==> src/rtl/cimc_regs.vh <==
// constants for the contact input and mode control block
`ifndef CIMC_REGS_VH
`define CIMC_REGS_VH

// clock and timing
`define CIMC_CLK_MHZ 200
`define CIMC_DEBOUNCE_US 10000
`define CIMC_DEBOUNCE_CYC (`CIMC_DEBOUNCE_US * `CIMC_CLK_MHZ)
`define CIMC_TICK_US 1000
`define CIMC_TICK_CYC (`CIMC_TICK_US * `CIMC_CLK_MHZ)

// regulation modes
`define CIMC_MODE_W 3
`define CIMC_MODE_1PH 3'h0
`define CIMC_MODE_3PH 3'h1
`define CIMC_MODE_FCR 3'h2
`define CIMC_MODE_VAR 3'h3
`define CIMC_MODE_PF 3'h4
`define CIMC_MODE_RESET 3'h1

// offset scaling: 1 lsb = 0.0001 % of full scale, 24 bit signed
`define CIMC_OFS_W 24
`define CIMC_FULL_SCALE 24'h0F_4240
`define CIMC_RATE_W 8
`define CIMC_RATE_MIN 8'h01
`define CIMC_RATE_MAX 8'h96
`define CIMC_RATE_RESET 8'h0A

// contact channel indices
`define CIMC_CH_RAISE 0
`define CIMC_CH_LOWER 1
`define CIMC_CH_DROOP 2
`define CIMC_CH_EXC 3
`define CIMC_CH_RCTL 4
`define CIMC_CH_PS0 5
`define CIMC_CH_PS1 6
`define CIMC_CH_RST 7
`define CIMC_CH_BTN 8
`define CIMC_NUM_CH 12

// polarity field positions, reset value: all active low
`define CIMC_POL_DROOP 0
`define CIMC_POL_EXC 1
`define CIMC_POL_RCTL 2
`define CIMC_POL_RESET 3'h0

`endif

==> src/rtl/cimc_ctrl.v <==
// contact input decoding, preset and regulation mode control, fault relay
`timescale 1ns/1ps
`include "cimc_regs.vh"
module cimc_ctrl #(
   parameter DEBOUNCE_CYC = `CIMC_DEBOUNCE_CYC,
   parameter TICK_CYC = `CIMC_TICK_CYC,
   parameter CNT_W = 21,
   parameter TICK_W = 18
) (
   // clock and reset
   input wire ref_clk,
   input wire rst_n,
   // user contacts, pin level, closed pulls low
   input wire raise_contact,
   input wire lower_contact,
   input wire droop_disable_contact,
   input wire excitation_inhibit_contact,
   input wire reactive_ctrl_inhibit_contact,
   input wire preset_select_bit0,
   input wire preset_select_bit1,
   input wire regulator_restart_contact,
   // front panel buttons, pressed pulls low
   input wire panel_select_btn,
   input wire panel_raise_btn,
   input wire panel_lower_btn,
   input wire panel_enter_btn,
   // configuration from front panel or software
   input wire mode_wr,
   input wire [`CIMC_MODE_W-1:0] mode_wdata,
   input wire pol_wr,
   input wire [2:0] pol_wdata,
   input wire rate_wr,
   input wire [`CIMC_RATE_W-1:0] rate_wdata,
   input wire [`CIMC_OFS_W-1:0] contact_limit,
   input wire keep_offset_option,
   input wire [`CIMC_OFS_W-1:0] stored_offset,
   input wire setpoint_wr,
   input wire [`CIMC_OFS_W-1:0] setpoint_wdata,
   input wire aux_enable,
   input wire [`CIMC_OFS_W-1:0] aux_offset,
   // regulator status
   input wire standby,
   input wire protective_shutdown,
   // mode and preset status
   output reg [`CIMC_MODE_W-1:0] selected_mode_q,
   output reg [`CIMC_MODE_W-1:0] active_mode_q,
   output reg [1:0] active_preset_q,
   output reg [2:0] polarity_q,
   output reg [`CIMC_RATE_W-1:0] ramp_rate_q,
   // set point
   output wire [`CIMC_OFS_W-1:0] contact_offset,
   output reg [`CIMC_OFS_W-1:0] setpoint_q,
   output reg [`CIMC_OFS_W-1:0] save_offset_q,
   output reg save_offset_pulse_q,
   // excitation, droop, relay
   output reg droop_enable_q,
   output reg excitation_enable_q,
   output reg soft_start_pulse_q,
   output reg alarm_clear_pulse_q,
   output reg restart_pulse_q,
   output reg relay_no_closed_q,
   output reg relay_nc_closed_q,
   output reg [3:0] panel_press_q
);
   // debounce of every contact and button
   wire [`CIMC_NUM_CH-1:0] raw_in = {panel_enter_btn, panel_lower_btn, panel_raise_btn,
      panel_select_btn, regulator_restart_contact, preset_select_bit1,
      preset_select_bit0, reactive_ctrl_inhibit_contact, excitation_inhibit_contact,
      droop_disable_contact, lower_contact, raise_contact};
   wire [`CIMC_NUM_CH-1:0] lvl;
   wire [`CIMC_NUM_CH-1:0] chg;

   genvar i;
   generate
      for (i = 0; i < `CIMC_NUM_CH; i = i + 1) begin : g_deb
         cimc_debounce #(
            .CYCLES(DEBOUNCE_CYC),
            .CNT_W(CNT_W)
         ) u_deb (
            .ref_clk(ref_clk),
            .rst_n(rst_n),
            .raw(raw_in[i]),
            .stable_q(lvl[i]),
            .changed_q(chg[i])
         );
      end
   endgenerate

   // closed means the debounced pin reads low for fixed-polarity contacts
   wire raise_on = ~lvl[`CIMC_CH_RAISE];
   wire lower_on = ~lvl[`CIMC_CH_LOWER];
   wire ps0_on = ~lvl[`CIMC_CH_PS0];
   wire ps1_on = ~lvl[`CIMC_CH_PS1];
   // polarity bit 0 = active low, 1 = active high
   wire droop_off_on = lvl[`CIMC_CH_DROOP] ~^ polarity_q[`CIMC_POL_DROOP];
   wire exc_inh_on = lvl[`CIMC_CH_EXC] ~^ polarity_q[`CIMC_POL_EXC];
   wire rctl_inh_on = lvl[`CIMC_CH_RCTL] ~^ polarity_q[`CIMC_POL_RCTL];

   // restart on every debounced toggle, either edge
   wire restart = chg[`CIMC_CH_RST];
   reg init_q;

   // mode classes
   wire volt_mode = (active_mode_q == `CIMC_MODE_1PH) || (active_mode_q == `CIMC_MODE_3PH);
   wire fcr_mode = (active_mode_q == `CIMC_MODE_FCR);
   wire mode_ok = (mode_wdata <= `CIMC_MODE_PF);

   // selected mode, one of five
   always @(posedge ref_clk or negedge rst_n) begin
      if (!rst_n) begin
         selected_mode_q <= `CIMC_MODE_RESET;
      end else if (restart) begin
         selected_mode_q <= `CIMC_MODE_RESET;
      end else if (mode_wr && mode_ok) begin
         selected_mode_q <= mode_wdata;
      end
   end

   // effective mode after the reactive inhibit contact
   reg [`CIMC_MODE_W-1:0] active_mode_d;
   always @* begin
      active_mode_d = selected_mode_q;
      case (selected_mode_q)
         `CIMC_MODE_VAR, `CIMC_MODE_PF: begin
            if (rctl_inh_on) begin
               active_mode_d = `CIMC_MODE_3PH;
            end
         end
         default: begin
            active_mode_d = selected_mode_q;
         end
      endcase
   end

   always @(posedge ref_clk or negedge rst_n) begin
      if (!rst_n) begin
         active_mode_q <= `CIMC_MODE_RESET;
      end else if (restart) begin
         active_mode_q <= `CIMC_MODE_RESET;
      end else begin
         active_mode_q <= active_mode_d;
      end
   end

   // preset latch; a change outside standby waits until standby is entered
   wire [1:0] preset_req = {ps1_on, ps0_on};
   always @(posedge ref_clk or negedge rst_n) begin
      if (!rst_n) begin
         active_preset_q <= 2'h0;
      end else if (standby && (preset_req != active_preset_q)) begin
         active_preset_q <= preset_req;
      end
   end

   // polarity is global, so it is only writable while preset 0 is active
   always @(posedge ref_clk or negedge rst_n) begin
      if (!rst_n) begin
         polarity_q <= `CIMC_POL_RESET;
      end else if (pol_wr && (active_preset_q == 2'h0)) begin
         polarity_q <= pol_wdata;
      end
   end

   // ramp rate in 0.1 %/s steps, out of range writes are ignored
   always @(posedge ref_clk or negedge rst_n) begin
      if (!rst_n) begin
         ramp_rate_q <= `CIMC_RATE_RESET;
      end else if (rate_wr && (rate_wdata >= `CIMC_RATE_MIN) &&
                   (rate_wdata <= `CIMC_RATE_MAX)) begin
         ramp_rate_q <= rate_wdata;
      end
   end

   // millisecond tick: rate lsb of 0.1 %/s equals one offset lsb per ms
   reg [TICK_W-1:0] tick_cnt_q;
   reg tick_q;
   always @(posedge ref_clk or negedge rst_n) begin
      if (!rst_n) begin
         tick_cnt_q <= {TICK_W{1'b0}};
         tick_q <= 1'b0;
      end else if (tick_cnt_q == TICK_CYC[TICK_W-1:0] - 1'b1) begin
         tick_cnt_q <= {TICK_W{1'b0}};
         tick_q <= 1'b1;
      end else begin
         tick_cnt_q <= tick_cnt_q + 1'b1;
         tick_q <= 1'b0;
      end
   end

   // limits: symmetric contact limit, or 0..full scale in field current mode
   wire [`CIMC_OFS_W-1:0] neg_limit = (~contact_limit) + 1'b1;
   wire [`CIMC_OFS_W-1:0] lo_lim = fcr_mode ? {`CIMC_OFS_W{1'b0}} : neg_limit;
   wire [`CIMC_OFS_W-1:0] hi_lim = fcr_mode ? `CIMC_FULL_SCALE : contact_limit;

   // restored offset after power-up or restart; kept only in voltage modes
   wire restore_keep = keep_offset_option && volt_mode;
   wire [`CIMC_OFS_W-1:0] restore_val = restore_keep ? stored_offset : {`CIMC_OFS_W{1'b0}};
   reg mode_chg_q;
   wire ramp_load = init_q || mode_chg_q;

   always @(posedge ref_clk or negedge rst_n) begin
      if (!rst_n) begin
         init_q <= 1'b1;
         mode_chg_q <= 1'b0;
      end else begin
         init_q <= restart;
         // offsets mean nothing across a change into or out of field current mode, so start again
         mode_chg_q <= (active_mode_d != active_mode_q) && (fcr_mode ||
            (active_mode_d == `CIMC_MODE_FCR));
      end
   end

   cimc_ramp #(
      .W(`CIMC_OFS_W),
      .RW(`CIMC_RATE_W)
   ) u_ramp (
      .ref_clk(ref_clk),
      .rst_n(rst_n),
      .tick(tick_q),
      .up(raise_on),
      .down(lower_on),
      .rate(ramp_rate_q),
      .lo(lo_lim),
      .hi(hi_lim),
      .load(ramp_load),
      .load_val(fcr_mode ? {`CIMC_OFS_W{1'b0}} : restore_val),
      .acc_q(contact_offset)
   );

   // save request on every raise/lower change in a voltage mode with the keep offset option set
   reg save_pend_q;
   wire rl_change = chg[`CIMC_CH_RAISE] || chg[`CIMC_CH_LOWER];
   always @(posedge ref_clk or negedge rst_n) begin
      if (!rst_n) begin
         save_pend_q <= 1'b0;
         save_offset_q <= {`CIMC_OFS_W{1'b0}};
         save_offset_pulse_q <= 1'b0;
      end else begin
         save_pend_q <= rl_change && keep_offset_option && volt_mode;
         save_offset_pulse_q <= save_pend_q;
         // capture one cycle late so the last ramp step is included
         if (save_pend_q) begin
            save_offset_q <= contact_offset;
         end
      end
   end

   // set point base from panel or software, summed with contact and aux
   reg [`CIMC_OFS_W-1:0] base_q;
   wire [`CIMC_OFS_W-1:0] aux_term = aux_enable ? aux_offset : {`CIMC_OFS_W{1'b0}};
   wire [`CIMC_OFS_W-1:0] sp_sum = base_q + contact_offset + aux_term;
   always @(posedge ref_clk or negedge rst_n) begin
      if (!rst_n) begin
         base_q <= {`CIMC_OFS_W{1'b0}};
         setpoint_q <= {`CIMC_OFS_W{1'b0}};
      end else begin
         if (restart) begin
            base_q <= {`CIMC_OFS_W{1'b0}};
         end else if (setpoint_wr) begin
            base_q <= setpoint_wdata;
         end
         if (fcr_mode && sp_sum[`CIMC_OFS_W-1]) begin
            // a negative field current reference is held at zero
            setpoint_q <= {`CIMC_OFS_W{1'b0}};
         end else begin
            setpoint_q <= sp_sum;
         end
      end
   end

   // droop only meaningful in the four load-sharing modes
   always @(posedge ref_clk or negedge rst_n) begin
      if (!rst_n) begin
         droop_enable_q <= 1'b0;
      end else begin
         droop_enable_q <= ~droop_off_on && ~fcr_mode;
      end
   end

   // excitation inhibit: remove field drive, soft start and clear on release
   reg exc_inh_q;
   wire exc_release = exc_inh_q && ~exc_inh_on;
   always @(posedge ref_clk or negedge rst_n) begin
      if (!rst_n) begin
         exc_inh_q <= 1'b0;
         excitation_enable_q <= 1'b0;
         soft_start_pulse_q <= 1'b0;
         alarm_clear_pulse_q <= 1'b0;
         restart_pulse_q <= 1'b0;
      end else begin
         exc_inh_q <= exc_inh_on;
         excitation_enable_q <= ~exc_inh_on && ~relay_no_closed_q;
         soft_start_pulse_q <= exc_release || restart;
         alarm_clear_pulse_q <= exc_release || restart;
         restart_pulse_q <= restart;
      end
   end

   // fault relay: latched on shutdown, a new shutdown wins over a clear
   always @(posedge ref_clk or negedge rst_n) begin
      if (!rst_n) begin
         relay_no_closed_q <= 1'b0;
         relay_nc_closed_q <= 1'b1;
      end else if (protective_shutdown) begin
         relay_no_closed_q <= 1'b1;
         relay_nc_closed_q <= 1'b0;
      end else if (exc_release || restart) begin
         relay_no_closed_q <= 1'b0;
         relay_nc_closed_q <= 1'b1;
      end
   end

   // front panel presses: select, raise, lower, enter on press edge
   always @(posedge ref_clk or negedge rst_n) begin
      if (!rst_n) begin
         panel_press_q <= 4'h0;
      end else begin
         panel_press_q <= chg[`CIMC_NUM_CH-1:`CIMC_CH_BTN] &
            ~lvl[`CIMC_NUM_CH-1:`CIMC_CH_BTN];
      end
   end
endmodule // cimc_ctrl

==> src/rtl/cimc_debounce.v <==
// two-flop synchroniser and stability debouncer for one contact
`timescale 1ns/1ps
module cimc_debounce #(
   parameter CYCLES = 2000000,
   parameter CNT_W = 21
) (
   // clock and reset
   input wire ref_clk,
   input wire rst_n,
   // contact
   input wire raw,
   output reg stable_q,
   output reg changed_q
);
   reg sync1_q;
   reg sync2_q;
   reg [CNT_W-1:0] cnt_q;

   always @(posedge ref_clk or negedge rst_n) begin
      if (!rst_n) begin
         sync1_q <= 1'b1;
         sync2_q <= 1'b1;
         cnt_q <= {CNT_W{1'b0}};
         stable_q <= 1'b1;
         changed_q <= 1'b0;
      end else begin
         sync1_q <= raw;
         sync2_q <= sync1_q;
         changed_q <= 1'b0;
         // any bounce restarts the count
         if (sync2_q == stable_q) begin
            cnt_q <= {CNT_W{1'b0}};
         end else if (cnt_q == CYCLES[CNT_W-1:0] - 1'b1) begin
            cnt_q <= {CNT_W{1'b0}};
            stable_q <= sync2_q;
            changed_q <= 1'b1;
         end else begin
            cnt_q <= cnt_q + 1'b1;
         end
      end
   end
endmodule // cimc_debounce

==> src/rtl/cimc_ramp.v <==
// clamped set point offset accumulator stepped once per tick
`timescale 1ns/1ps
module cimc_ramp #(
   parameter W = 24,
   parameter RW = 8
) (
   // clock and reset
   input wire ref_clk,
   input wire rst_n,
   // control
   input wire tick,
   input wire up,
   input wire down,
   input wire [RW-1:0] rate,
   input wire signed [W-1:0] lo,
   input wire signed [W-1:0] hi,
   input wire load,
   input wire signed [W-1:0] load_val,
   // result
   output reg signed [W-1:0] acc_q
);
   wire signed [W:0] step = {{(W-RW+1){1'b0}}, rate};
   wire signed [W:0] acc_x = {acc_q[W-1], acc_q};
   wire signed [W:0] sum = up ? acc_x + step : acc_x - step;
   reg signed [W-1:0] acc_d;

   always @* begin
      acc_d = acc_q;
      if (load) begin
         acc_d = load_val;
      end else if (tick && (up ^ down)) begin
         // saturate at the limit instead of wrapping
         // a bare concatenation is unsigned and would turn the compare unsigned
         if (sum > $signed({hi[W-1], hi})) begin
            acc_d = hi;
         end else if (sum < $signed({lo[W-1], lo})) begin
            acc_d = lo;
         end else begin
            acc_d = sum[W-1:0];
         end
      end
   end

   always @(posedge ref_clk or negedge rst_n) begin
      if (!rst_n) begin
         acc_q <= {W{1'b0}};
      end else begin
         acc_q <= acc_d;
      end
   end
endmodule // cimc_ramp

==> config.mk <==
export PLATFORM = sky130hd
export DESIGN_NAME = cimc_ctrl
export DESIGN_NICKNAME = d
export VERILOG_FILES = /design/src/rtl/cimc_ctrl.v /design/src/rtl/cimc_debounce.v /design/src/rtl/cimc_ramp.v
export VERILOG_INCLUDE_DIRS = /design/src /design/src/rtl
export SDC_FILE = /design/constraint.sdc
export NUM_CORES = 1
export LEC_CHECK = 0
export BUFFER_PORTS_ARGS = -buffer_cell sky130_fd_sc_hd__clkbuf_2
export CAP_MARGIN = 20
export CORE_MARGIN = 2
export CORE_UTILIZATION = 45
export CTS_BUF_LIST = sky130_fd_sc_hd__clkbuf_16
export CTS_CLUSTER_DIAMETER = 120
export DETAILED_ROUTE_END_ITERATION = 8
export GPL_TIMING_DRIVEN = 0
export HOLD_SLACK_MARGIN = 0.05
export SYNTH_ARGS = -nofsm -noshare
export SYNTH_HDL_FRONTEND = slang
export SYNTH_SLANG_ARGS = --single-unit
==> constraint.sdc <==
create_clock -name ref_clk -period 6 [get_ports ref_clk]
set_input_delay 1.2 -clock ref_clk [delete_from_list [all_inputs] [get_ports ref_clk]]
set_output_delay 1.2 -clock ref_clk [all_outputs]
set_load 0.02 [all_outputs]
**After elaboration in Yosys (flattened, before gate mapping)**

Cells that the tools add are included.

- Logic and storage cells: 260
- Input bits: 132
- Register bits: 444
- Output and inout bits: 103

- Equality and inequality tests: 32
- $lt $le $gt $ge: 5
- Reduce and logical (&&, ||, !) cells: 38
- Mux-type cells: 62
- Bitwise logic cells: 27
- Add/subtract/negate cells: 18

Operators with widths:

| operator | number |
|---|---|
| 2-to-1 mux 21 bit | 24 |
| 2-to-1 mux 24 bit | 12 |
| adder 21 x 1 -> 21 bit (second input constant) | 12 |
| == test 21 bit (second input constant) | 12 |
| adder 24 bit | 2 |
| adder 24 x 9 -> 25 bit | 1 |
| > comparator 25 x 24 -> 1 bit | 1 |
| < comparator 25 x 24 -> 1 bit | 1 |
| 2-to-1 mux 25 bit | 1 |
| subtractor 24 x 9 -> 25 bit | 1 |
| adder 24 x 1 -> 24 bit (second input constant) | 1 |
| NOT 24 bit | 1 |
| AND reduction 2 bit | 12 |
| NOT 1 bit | 20 |
| 2-to-1 mux 1 bit | 19 |
| adder 18 x 1 -> 18 bit (second input constant) | 1 |
| == test 18 bit (second input constant) | 1 |
| 2-to-1 mux 18 bit | 1 |
| 2-to-1 mux 3 bit | 5 |
| logical AND 1 bit | 14 |
| == test 1 bit | 12 |
| == test 3 x 2 -> 1 bit (second input constant) | 3 |
| greater-or-equal comparator 8 x 1 -> 1 bit (second input constant) | 1 |
| less-or-equal comparator 8 bit (second input constant) | 1 |
| 14 further kinds | 23 |

**Depth between registers and ports, before layout**

Gate-level depths: netlist of the first run.

- Word-level depth: 8
- Depth in mapped cells: 31
- Gate-level depth less buffers: 29

**Cells and area by module**

A second synthesis of the first run with hierarchy kept.

- Cells, all modules: 2677
- Area, all modules: 26147.6 um^2

By module, submodules not included:

| module | cells each | times used | area each (um^2) | sequential area each (um^2) |
|---|---|---|---|---|
| cimc_debounce | 119 | 12 | 1208.7 | 629.4 |
| cimc_ctrl | 749 | 1 | 7583.5 | 3135.5 |
| cimc_ramp | 500 | 1 | 4060.1 | 600.6 |

**Worst setup path after synthesis of the first run**

OpenSTA, ideal clock, no wires.

- Path type: register to register
- From: register ramp_rate_q[6]
- To: register u_ramp.acc_q[12]
- Arrival: 5.380 ns
- Setup slack: 0.494 ns
- Setup time: 0.126 ns
- Cell stages (with the launch flop): 26
- Buffers on the path: 1
- Period minus slack after synthesis: 5.506 ns
- Required time: 5.874 ns
- Path through: dfrtp_1 > nor4_1 > and2_1 > ha_1 > mux2i_1 > ha_1 > nand3_1 > a211o_1 > and3_4 > o31ai_1 > a21o_1 > a21oi_1 > xnor2_1 > ha_1 > nand3_1 > a211oi_1 > a31o_2 > a2111oi_0 > a211oi_1 > a2111oi_2 > nor4_2 > o31ai_2 > buf_4 > mux2_2 > nor3_1 > o31ai_1

- Word-level cells in the longest chain between the ends: 7
- Elaborated cells between the ends (all ways): 9
- Those cells by class: add/sub (2); order compare (2); mux (5)

RTL lines:

| item | RTL line | source |
|---|---|---|
| start, declared | cimc_ctrl.v:49 | `` output reg [`CIMC_RATE_W-1:0] ramp_rate_q, `` |
| start signal, assigned | cimc_ctrl.v:167 | `` ramp_rate_q <= `CIMC_RATE_RESET; `` |
| start signal, assigned | cimc_ctrl.v:170 | `ramp_rate_q <= rate_wdata;` |
| adder 24 x 9 -> 25 bit or subtractor 24 x 9 -> 25 bit (tied branches) | cimc_ramp.v:24 | `wire signed [W:0] sum = up ? acc_x + step : acc_x - step;` |
| 2-to-1 mux 25 bit * | cimc_ramp.v:24 |  |
| < comparator 25 x 24 -> 1 bit | cimc_ramp.v:36 | `end else if (sum < $signed({lo[W-1], lo})) begin` |
| 2-to-1 mux 24 bit | cimc_ramp.v:36 |  |
| 2-to-1 mux 24 bit * | cimc_ramp.v:34 | `if (sum > $signed({hi[W-1], hi})) begin` |
| 2-to-1 mux 24 bit * | cimc_ramp.v:31 | `end else if (tick && (up ^ down)) begin` |
| 2-to-1 mux 24 bit * | cimc_ramp.v:29 | `if (load) begin` |
| end signal, assigned | cimc_ramp.v:46 | `acc_q <= {W{1'b0}};` |
| end, declared | cimc_ramp.v:20 | `output reg signed [W-1:0] acc_q` |

Every way passes the cells marked *; elsewhere a longest branch is shown, timed or not. The select of a mux whose other input is x is not followed.
A chain may end at the register's enable or synchronous reset.

**Worst setup path in the final report of the first run**

- From: register ramp_rate_q[1]
- To: register u_ramp.acc_q[2]

The elaborated chain is that of the path after synthesis.

==> results of run 1 <==
## placed cells by master (no fill, tap or decap), drive strengths merged, types with 11 or more instances in the layout
| master | n |
|---|---|
| clkinv | 19 |
| inv | 78 |
| nand2b | 14 |
| nor2 | 456 |
| and2 | 38 |
| or2 | 14 |
| ha | 102 |
| mux2 | 50 |
| and3 | 52 |
| nor4 | 27 |
| nor4b | 12 |
| o21ai | 60 |
| nor3 | 36 |
| fa | 25 |
| and4 | 11 |
| dfstp | 42 |
| dfrtp | 402 |
| xor2 | 156 |
| o21a | 13 |
| a21oi | 79 |
| nand4 | 29 |
| xnor2 | 158 |
| buf | 44 |
| nand3 | 151 |
| a221oi | 11 |
| mux2i | 38 |
| nand2 | 193 |
| or3 | 25 |
| a31oi | 21 |
| clkbuf | 332 |
| a21o | 28 |
| nor2b | 28 |
| a22o | 13 |
## state kept, by name (all words and copies together), names as in the netlist, 4 cells and up
| signal | flops |
|---|---|
| panel_press_q | 4 |
| g_deb.u_deb.changed_q | 7 |
| save_offset_q | 24 |
| g_deb.u_deb.stable_q | 12 |
| base_q | 24 |
| g_deb.u_deb.sync2_q | 12 |
| u_ramp.acc_q | 24 |
| tick_cnt_q | 18 |
| ramp_rate_q | 8 |
| setpoint_q | 24 |
| g_deb.u_deb.sync1_q | 12 |
| g_deb.u_deb.cnt_q | 252 |
## cell type report
type	count	area, sq um	share of cell area (%)
tap	696	871	3.03
multi-input combinational	1942	13100	45.7
clock buffer	51	1280	4.44
buffer	62	292	1.02
timing repair buffer	263	1490	5.18
clock inverter	41	278	0.967
inverter	60	225	0.784
antenna	2	5.00	0.0174
sequential	444	11200	38.9
## how the worst min path moves through the flow
stage               cells past startpoint                      end
finish                                  0   g_deb[3].u_deb.sync2_q
global route                            0  g_deb[10].u_deb.sync2_q
CTS                                     0   g_deb[3].u_deb.sync2_q
detailed placement                      0   g_deb[3].u_deb.sync2_q
global placement                        0   g_deb[6].u_deb.sync2_q
floorplan                               0   g_deb[0].u_deb.sync2_q
## logic make-up (layout without fill, tap and decap cells)
logic type,count (synthesis),count (layout)
compound gates,289,289
xor+xnor,314,314
fa+ha+maj,128,128
buf+inv,124,477
flops,444,444
mux,88,88
other cells,0,2
simple gates,1123,1123
## worst max-delay path: stages (launching register included)
cell and delay, ps:
dfstp_2 630, inv_2 70, ha_4 200, mux2_4 280, fa_2 350, nand2b_4 160, a21oi_2 140, nor2b_2 60
o21bai_1 170, a21oi_2 90, xnor2_2 260, ha_1 300, a211o_1 310, or4_1 520, a31o_2 280, a2111oi_4 340
a211oi_2 80, a2111oi_2 350, nor4_2 80, o31ai_2 210, buf_4 180, buf_6 140, buf_4 120, mux2i_1 70
nor3b_2 160, a211o_1 240
## power groups by stage
stage | logic, mW | registers, mW | clock network [mW]
finish | 3.10 | 3.48 | 2.89
global route | 3.42 | 3.50 | 3.11
CTS | 2.88 | 3.48 | 2.98
detailed placement | 2.81 | 3.53 | 0
global placement | 2.74 | 3.53 | 0
floorplan | 1.82 | 3.58 | 0
## per-stage QoR
step / utilization [%] / setup WS (ps) / hold WS [ps]
after floorplan: - / 494 / 345
after global placement: 49.2 / -6300 / 346
after detailed placement: 49.4 / -610 / 347
after CTS: 52.6 / 8.48 / 355
after global routing: 53.5 / -201 / 357
final: 53.5 / 88.2 / 354
## per-layer routing
| layer | track usage, % | vias to the layer above | part of all wire, % |
|---|---|---|---|
| li1 | - | 9256 | - |
| met1 | 29.5 | 9333 | 44 |
| met2 | 36.9 | 437 | 48 |
| met3 | 3.70 | 119 | 4.8 |
| met4 | 7.27 | 2 | 3.1 |
| met5 | 0 | - | 0.021 |
## repair_timing
action                     CTS  global route
resized for setup           24            70
hold buffers                 0             0
cloned                       1             0
buffers inserted             3            23
setup endpoints to repair   24            44
hold endpoints to repair     0             0
pin swaps                    4            50
==> out/qor.yml, run 1 <==
numPortBuffers: 232
synth_xor_area_share_pct: 11.3
synth_mux_area_share_pct: 3.87
swShare_pct: 35.0
p_total_mw: 9.48
die_w_um: 237
synth_compound_area_share_pct: 7.93
coreArea_sq_um: 53700
rows: 85
r2r-end: "u_ramp.acc_q[2]"
root_buffer: "clkbuf_16"
leakage_nw: 13.4
grt_antenna_before_repair: 2
fin_crit_sh_pct: 98.5
grt-ovfl-total: 0
yosysUniqueCellTypes: 82
synth_common_cells: "nor2_1, dfrtp_1, nand2_1"
slew_headroom_pct: 29.9
num-fill-cells: 4848
required_ps: 6470
worstPathArrival_ps: 6380
p_comb_share_pct: 32.8
fin_area_sq_um: 28700
async_flop_share_pct: 100
critPathCaptureType: "register"
pwr-share-seq_pct: 36.7
drt_first_iter_violations: 1157
synth_enable_flop_cells: 0
placed_area_sq_um: 26500
p_sw_mw: 3.31
r2r_start: "ramp_rate_q[1]"
finClkSkew_ps: 19.2
grt_pass1_vias: 19000
cts_sinks: 444
die_area_sq_um: 56100
yosys-top-cells-area: "dfrtp_1, nor2_1, xnor2_1"
crit_end: "u_ramp.acc_q[2]"
status: "finished clean"
max_freq_ghz: 0.169
power_density_nw_per_um2: 330
drive_gt1_share_pct: 18.1
vdd_drop_max_uv: 197
start_util_pct: 45.4
p_int_mw: 6.16
synth_fa_ha_area_share_pct: 7.32
synth_top_area_share_pct: 41.2
gp_congestion: 0.895
clockBufferDepth: 3
drt-wirelength-per-cell_um: 17.5
fin_crit_ps: 5910
area_delta_synth_final_pct: 17.7
ff2ff_path_depth: 25
stdcell_count: 3561
drtAntennaViolNets: 0
hold_viol: 0
synth_top_family_by_area: "simple AND/OR/NAND/NOR gates"
drv_slew: 0
maxCapViolCount: 0
firstDrtPassIters: 5
dp.cells: 3442
yosysTopAreaCell: "dfrtp_1"
grt_usage_pct: 22.1
fin_setup_tns_ps: 0
crit_path_max_fanout: 5
startpoint: "ramp_rate_q[1]"
numCtsBuffers: 50
syn_inst: 2510
htreeDepth: 2
final_nets: 3082
path_clk_slew_ps: 60
ys_ff_latch: 444
die_h_um: 237
synth_flop_cell: "dfrtp_1"
vias_per_cell: 5.38
crit_type: "register to register"
critPathLaunchType: "register"
rsz0062_at_grt: "true"
setup_viol: 0
syn_nets: 2769
pin_count: 235
hp-start: "g_deb[3].u_deb.sync1_q"
synthSimpleGateAreaFrac_pct: 21.8
clkLatencyLatePin_ps: 590
avgSynthCellArea_sq_um: 9.72
grt_start_max_net_pins: 108
drc: 0
hold_class: "register to register"
wl_um: 62300
dp_hpwl_um: 46900
worst_pin_slew_ps: 1050
reg2reg_slack_ps: 90
ys_warn_count: 0
dr_total_vias: 19100
tritoncts: "done"
grt_pass1_wl_um: 99900
ys_seq_area_share_pct: 45.8
synthesis.area_sq_um: 24400
synth_most_common_cell: "nor2_1"
clkPwrFrac_pct: 30.5
Note: power is estimated with default switching activity, not from simulation.
==> run 2, diff against run 1 <==
CTS_BUF_LIST = sky130_fd_sc_hd__clkbuf_2   (was sky130_fd_sc_hd__clkbuf_16)
==> out/qor.yml, run 2 (synthesis results as in run 1) <==
dp.cells: 3442  # unchanged
r2r_start: "ramp_rate_q[1]"
root_buffer: "clkbuf_2"
gp_congestion: 0.895  # unchanged
firstDrtPassIters: 5  # unchanged
grt_usage_pct: 22.6  # +0.46 points
fin_crit_sh_pct: 96.2  # -2.3 points
wl_um: 63200  # +1.6%
crit_path_max_fanout: 5  # unchanged
clockBufferDepth: 3  # unchanged
dp_slack_ps: -610  # unchanged
grt_pass1_wl_um: 102000  # +1.7%
reg2reg_slack_ps: 230  # +140 ps
finClkSkew_ps: 91.2  # +72.0 ps
start_util_pct: 45.4  # unchanged
placed_area_sq_um: 26500  # unchanged
drt_first_iter_violations: 1131  # -2.2%
worst_slack_ps: 226  # +138 ps
pwr-share-seq_pct: 39.9  # +3.2 points
ff2ff_path_depth: 29  # +16%
grt-ovfl-total: 0  # unchanged
required_ps: 6990  # +520 ps
hold_viol: 0  # unchanged
numPortBuffers: 232  # unchanged
drc: 0  # unchanged
setup_viol: 0  # unchanged
rows: 85  # unchanged
layout_commonest_cell: "nor2_1"
vias_per_cell: 5.29  # -1.6%
pin_count: 235  # unchanged
regMostFlops: "g_deb.u_deb.cnt_q"
leakage_nw: 13.4  # +0.51%
power_density_nw_per_um2: 306  # -7.3%
numCtsBuffers: 113  # +130%
p_total_mw: 8.70  # -8.2%
tritoncts: "done"
final_nets: 3159  # +2.5%
final_util_pct: 52.9  # -0.52 points
htreeDepth: 3  # +1
die_w_um: 237  # unchanged
largest_reg_flops: 252  # unchanged
max_freq_ghz: 0.173  # +2.4%
clkLatencyLatePin_ps: 1150  # +560 ps
stdcell_count: 3702  # +4.0%
regArea_sq_um: 11200  # unchanged
final_cell_mix: "nor2_1, clkbuf_2, dfrtp_1, nand2_1"
worstPathArrival_ps: 6770  # +390 ps
drv_slew: 0  # unchanged
slew_headroom_pct: 30.1  # +0.18 points
slowest_delay_ps: 620  # about the same
crit_top_cell: "buf_4"
area_delta_synth_final_pct: 16.6
coreArea_sq_um: 53700  # unchanged
critPathCaptureType: "register"
vdd_drop_max_uv: 132  # -33%
fin_area_sq_um: 28400  # -0.98%
maxCapViolCount: 0  # unchanged
critPathLaunchType: "register"
hold_class: "input pin to async pin"
dr_total_vias: 19600  # +2.3%
rsz0062_at_grt: "true"
drtAntennaViolNets: 0  # unchanged
holdWs_ps: 144  # -210 ps
drive_gt1_share_pct: 21.9  # +3.7 points
crit_slowest_cell: "dfstp_2"
worst_pin_slew_ps: 1040  # -2.64 ps
p_comb_share_pct: 35.7  # +2.9 points
fin_setup_tns_ps: 0  # unchanged
num-fill-cells: 4996  # +3.1%
dp_hpwl_um: 46900  # unchanged
fin_crit_ps: 5770  # -138 ps
grt_start_max_net_pins: 108  # unchanged
die_area_sq_um: 56100  # unchanged
path_clk_slew_ps: 110  # +50 ps
r2r-end: "u_ramp.acc_q[7]"
swShare_pct: 39.0  # +4.0 points
crit_type: "register to register"
status: "finished clean"
p_sw_mw: 3.39  # +2.4%
die_h_um: 237  # unchanged
p_int_mw: 5.31  # -14%
multi_input_area_sq_um: 13200  # +0.50%
grt_pass1_vias: 19700  # +3.6%
cts_sinks: 444  # unchanged
clkPwrFrac_pct: 24.4  # -6.1 points
grt_antenna_before_repair: 4  # +2
drt-wirelength-per-cell_um: 17.1  # -2.3%
==> run 2: cell count changes in the layout (fill, tap and decap cells not counted), sizes merged <==
cell / before / now
clkbuf: 332 / 456
dlygate4sd3: 0 / 10
buf: 44 / 48
inv: 78 / 62
bufinv: 3 / 1
diode: 2 / 7
clkinv: 19 / 35
==> run 2: power groups by stage <==
| stage | sequential (mW) | clock (mW) | combinational (mW) |
|---|---|---|---|
| after global routing | 3.49 | 2.39 | 3.42 |
| after global placement | 3.53 | 0 | 2.74 |
| after detailed placement | 3.53 | 0 | 2.81 |
| after CTS | 3.47 | 2.23 | 2.94 |
| after floorplan | 3.58 | 0 | 1.82 |
| final | 3.47 | 2.12 | 3.11 |
==> run 2: worst max path at each step <==
| stage | from | to | slack, ps | cells after the start |
|---|---|---|---|---|
| 2_1_floorplan | contact_limit[3] | u_ramp.acc_q[12] | 490 | 19 |
| 3_3_place_gp | rst_n | g_deb[5].u_deb.cnt_q[13] | -6300 | 1 |
| 3_5_place_dp | ramp_rate_q[4] | u_ramp.acc_q[17] | -610 | 26 |
| 4_1_cts | ramp_rate_q[1] | u_ramp.acc_q[12] | -40 | 24 |
| 5_1_grt | ramp_rate_q[1] | u_ramp.acc_q[12] | -120 | 27 |
| 6_report | ramp_rate_q[1] | u_ramp.acc_q[7] | 230 | 29 |
==> run 2: area by class of cell <==
class	instances	area share, %
Clock buffer	175	3.08
Timing Repair Buffer	277	5.71
Multi-Input combinational cell	1942	46.3
Inverter	60	0.792
Sequential cell	444	39.3
Clock inverter	39	0.700
Antenna cell	7	0.0616
Tap cell	696	3.06
Buffer	62	0.977
==> run 2: what timing repair did <==
| action | CTS | global route |
|---|---|---|
| cloned | 1 | 0 |
| hold buffers | 10 | 0 |
| endpoints found under the setup margin | 24 | 24 |
| gates resized for setup | 45 | 56 |
| pin swaps | 15 | 48 |
| setup buffers | 10 | 20 |
| hold endpoints to repair | 10 | 0 |
==> run 2: per-layer routing <==
metal	track usage (%)	share of wire (%)	vias up
met5	0	0.036	-
met4	9.15	3.3	4
met3	4.39	5.2	133
met2	36.9	47	482
met1	29.6	44	9476
li1	-	-	9493
==> run 2: critical path: cells and delay by family (launching register included) <==
kind / cells / cell delay [ps]
fa+ha+maj: 3 / 730
simple gates: 8 / 760
flops: 1 / 620
xor+xnor: 1 / 300
mux: 1 / 200
compound gates: 11 / 2400
buf+inv: 5 / 600
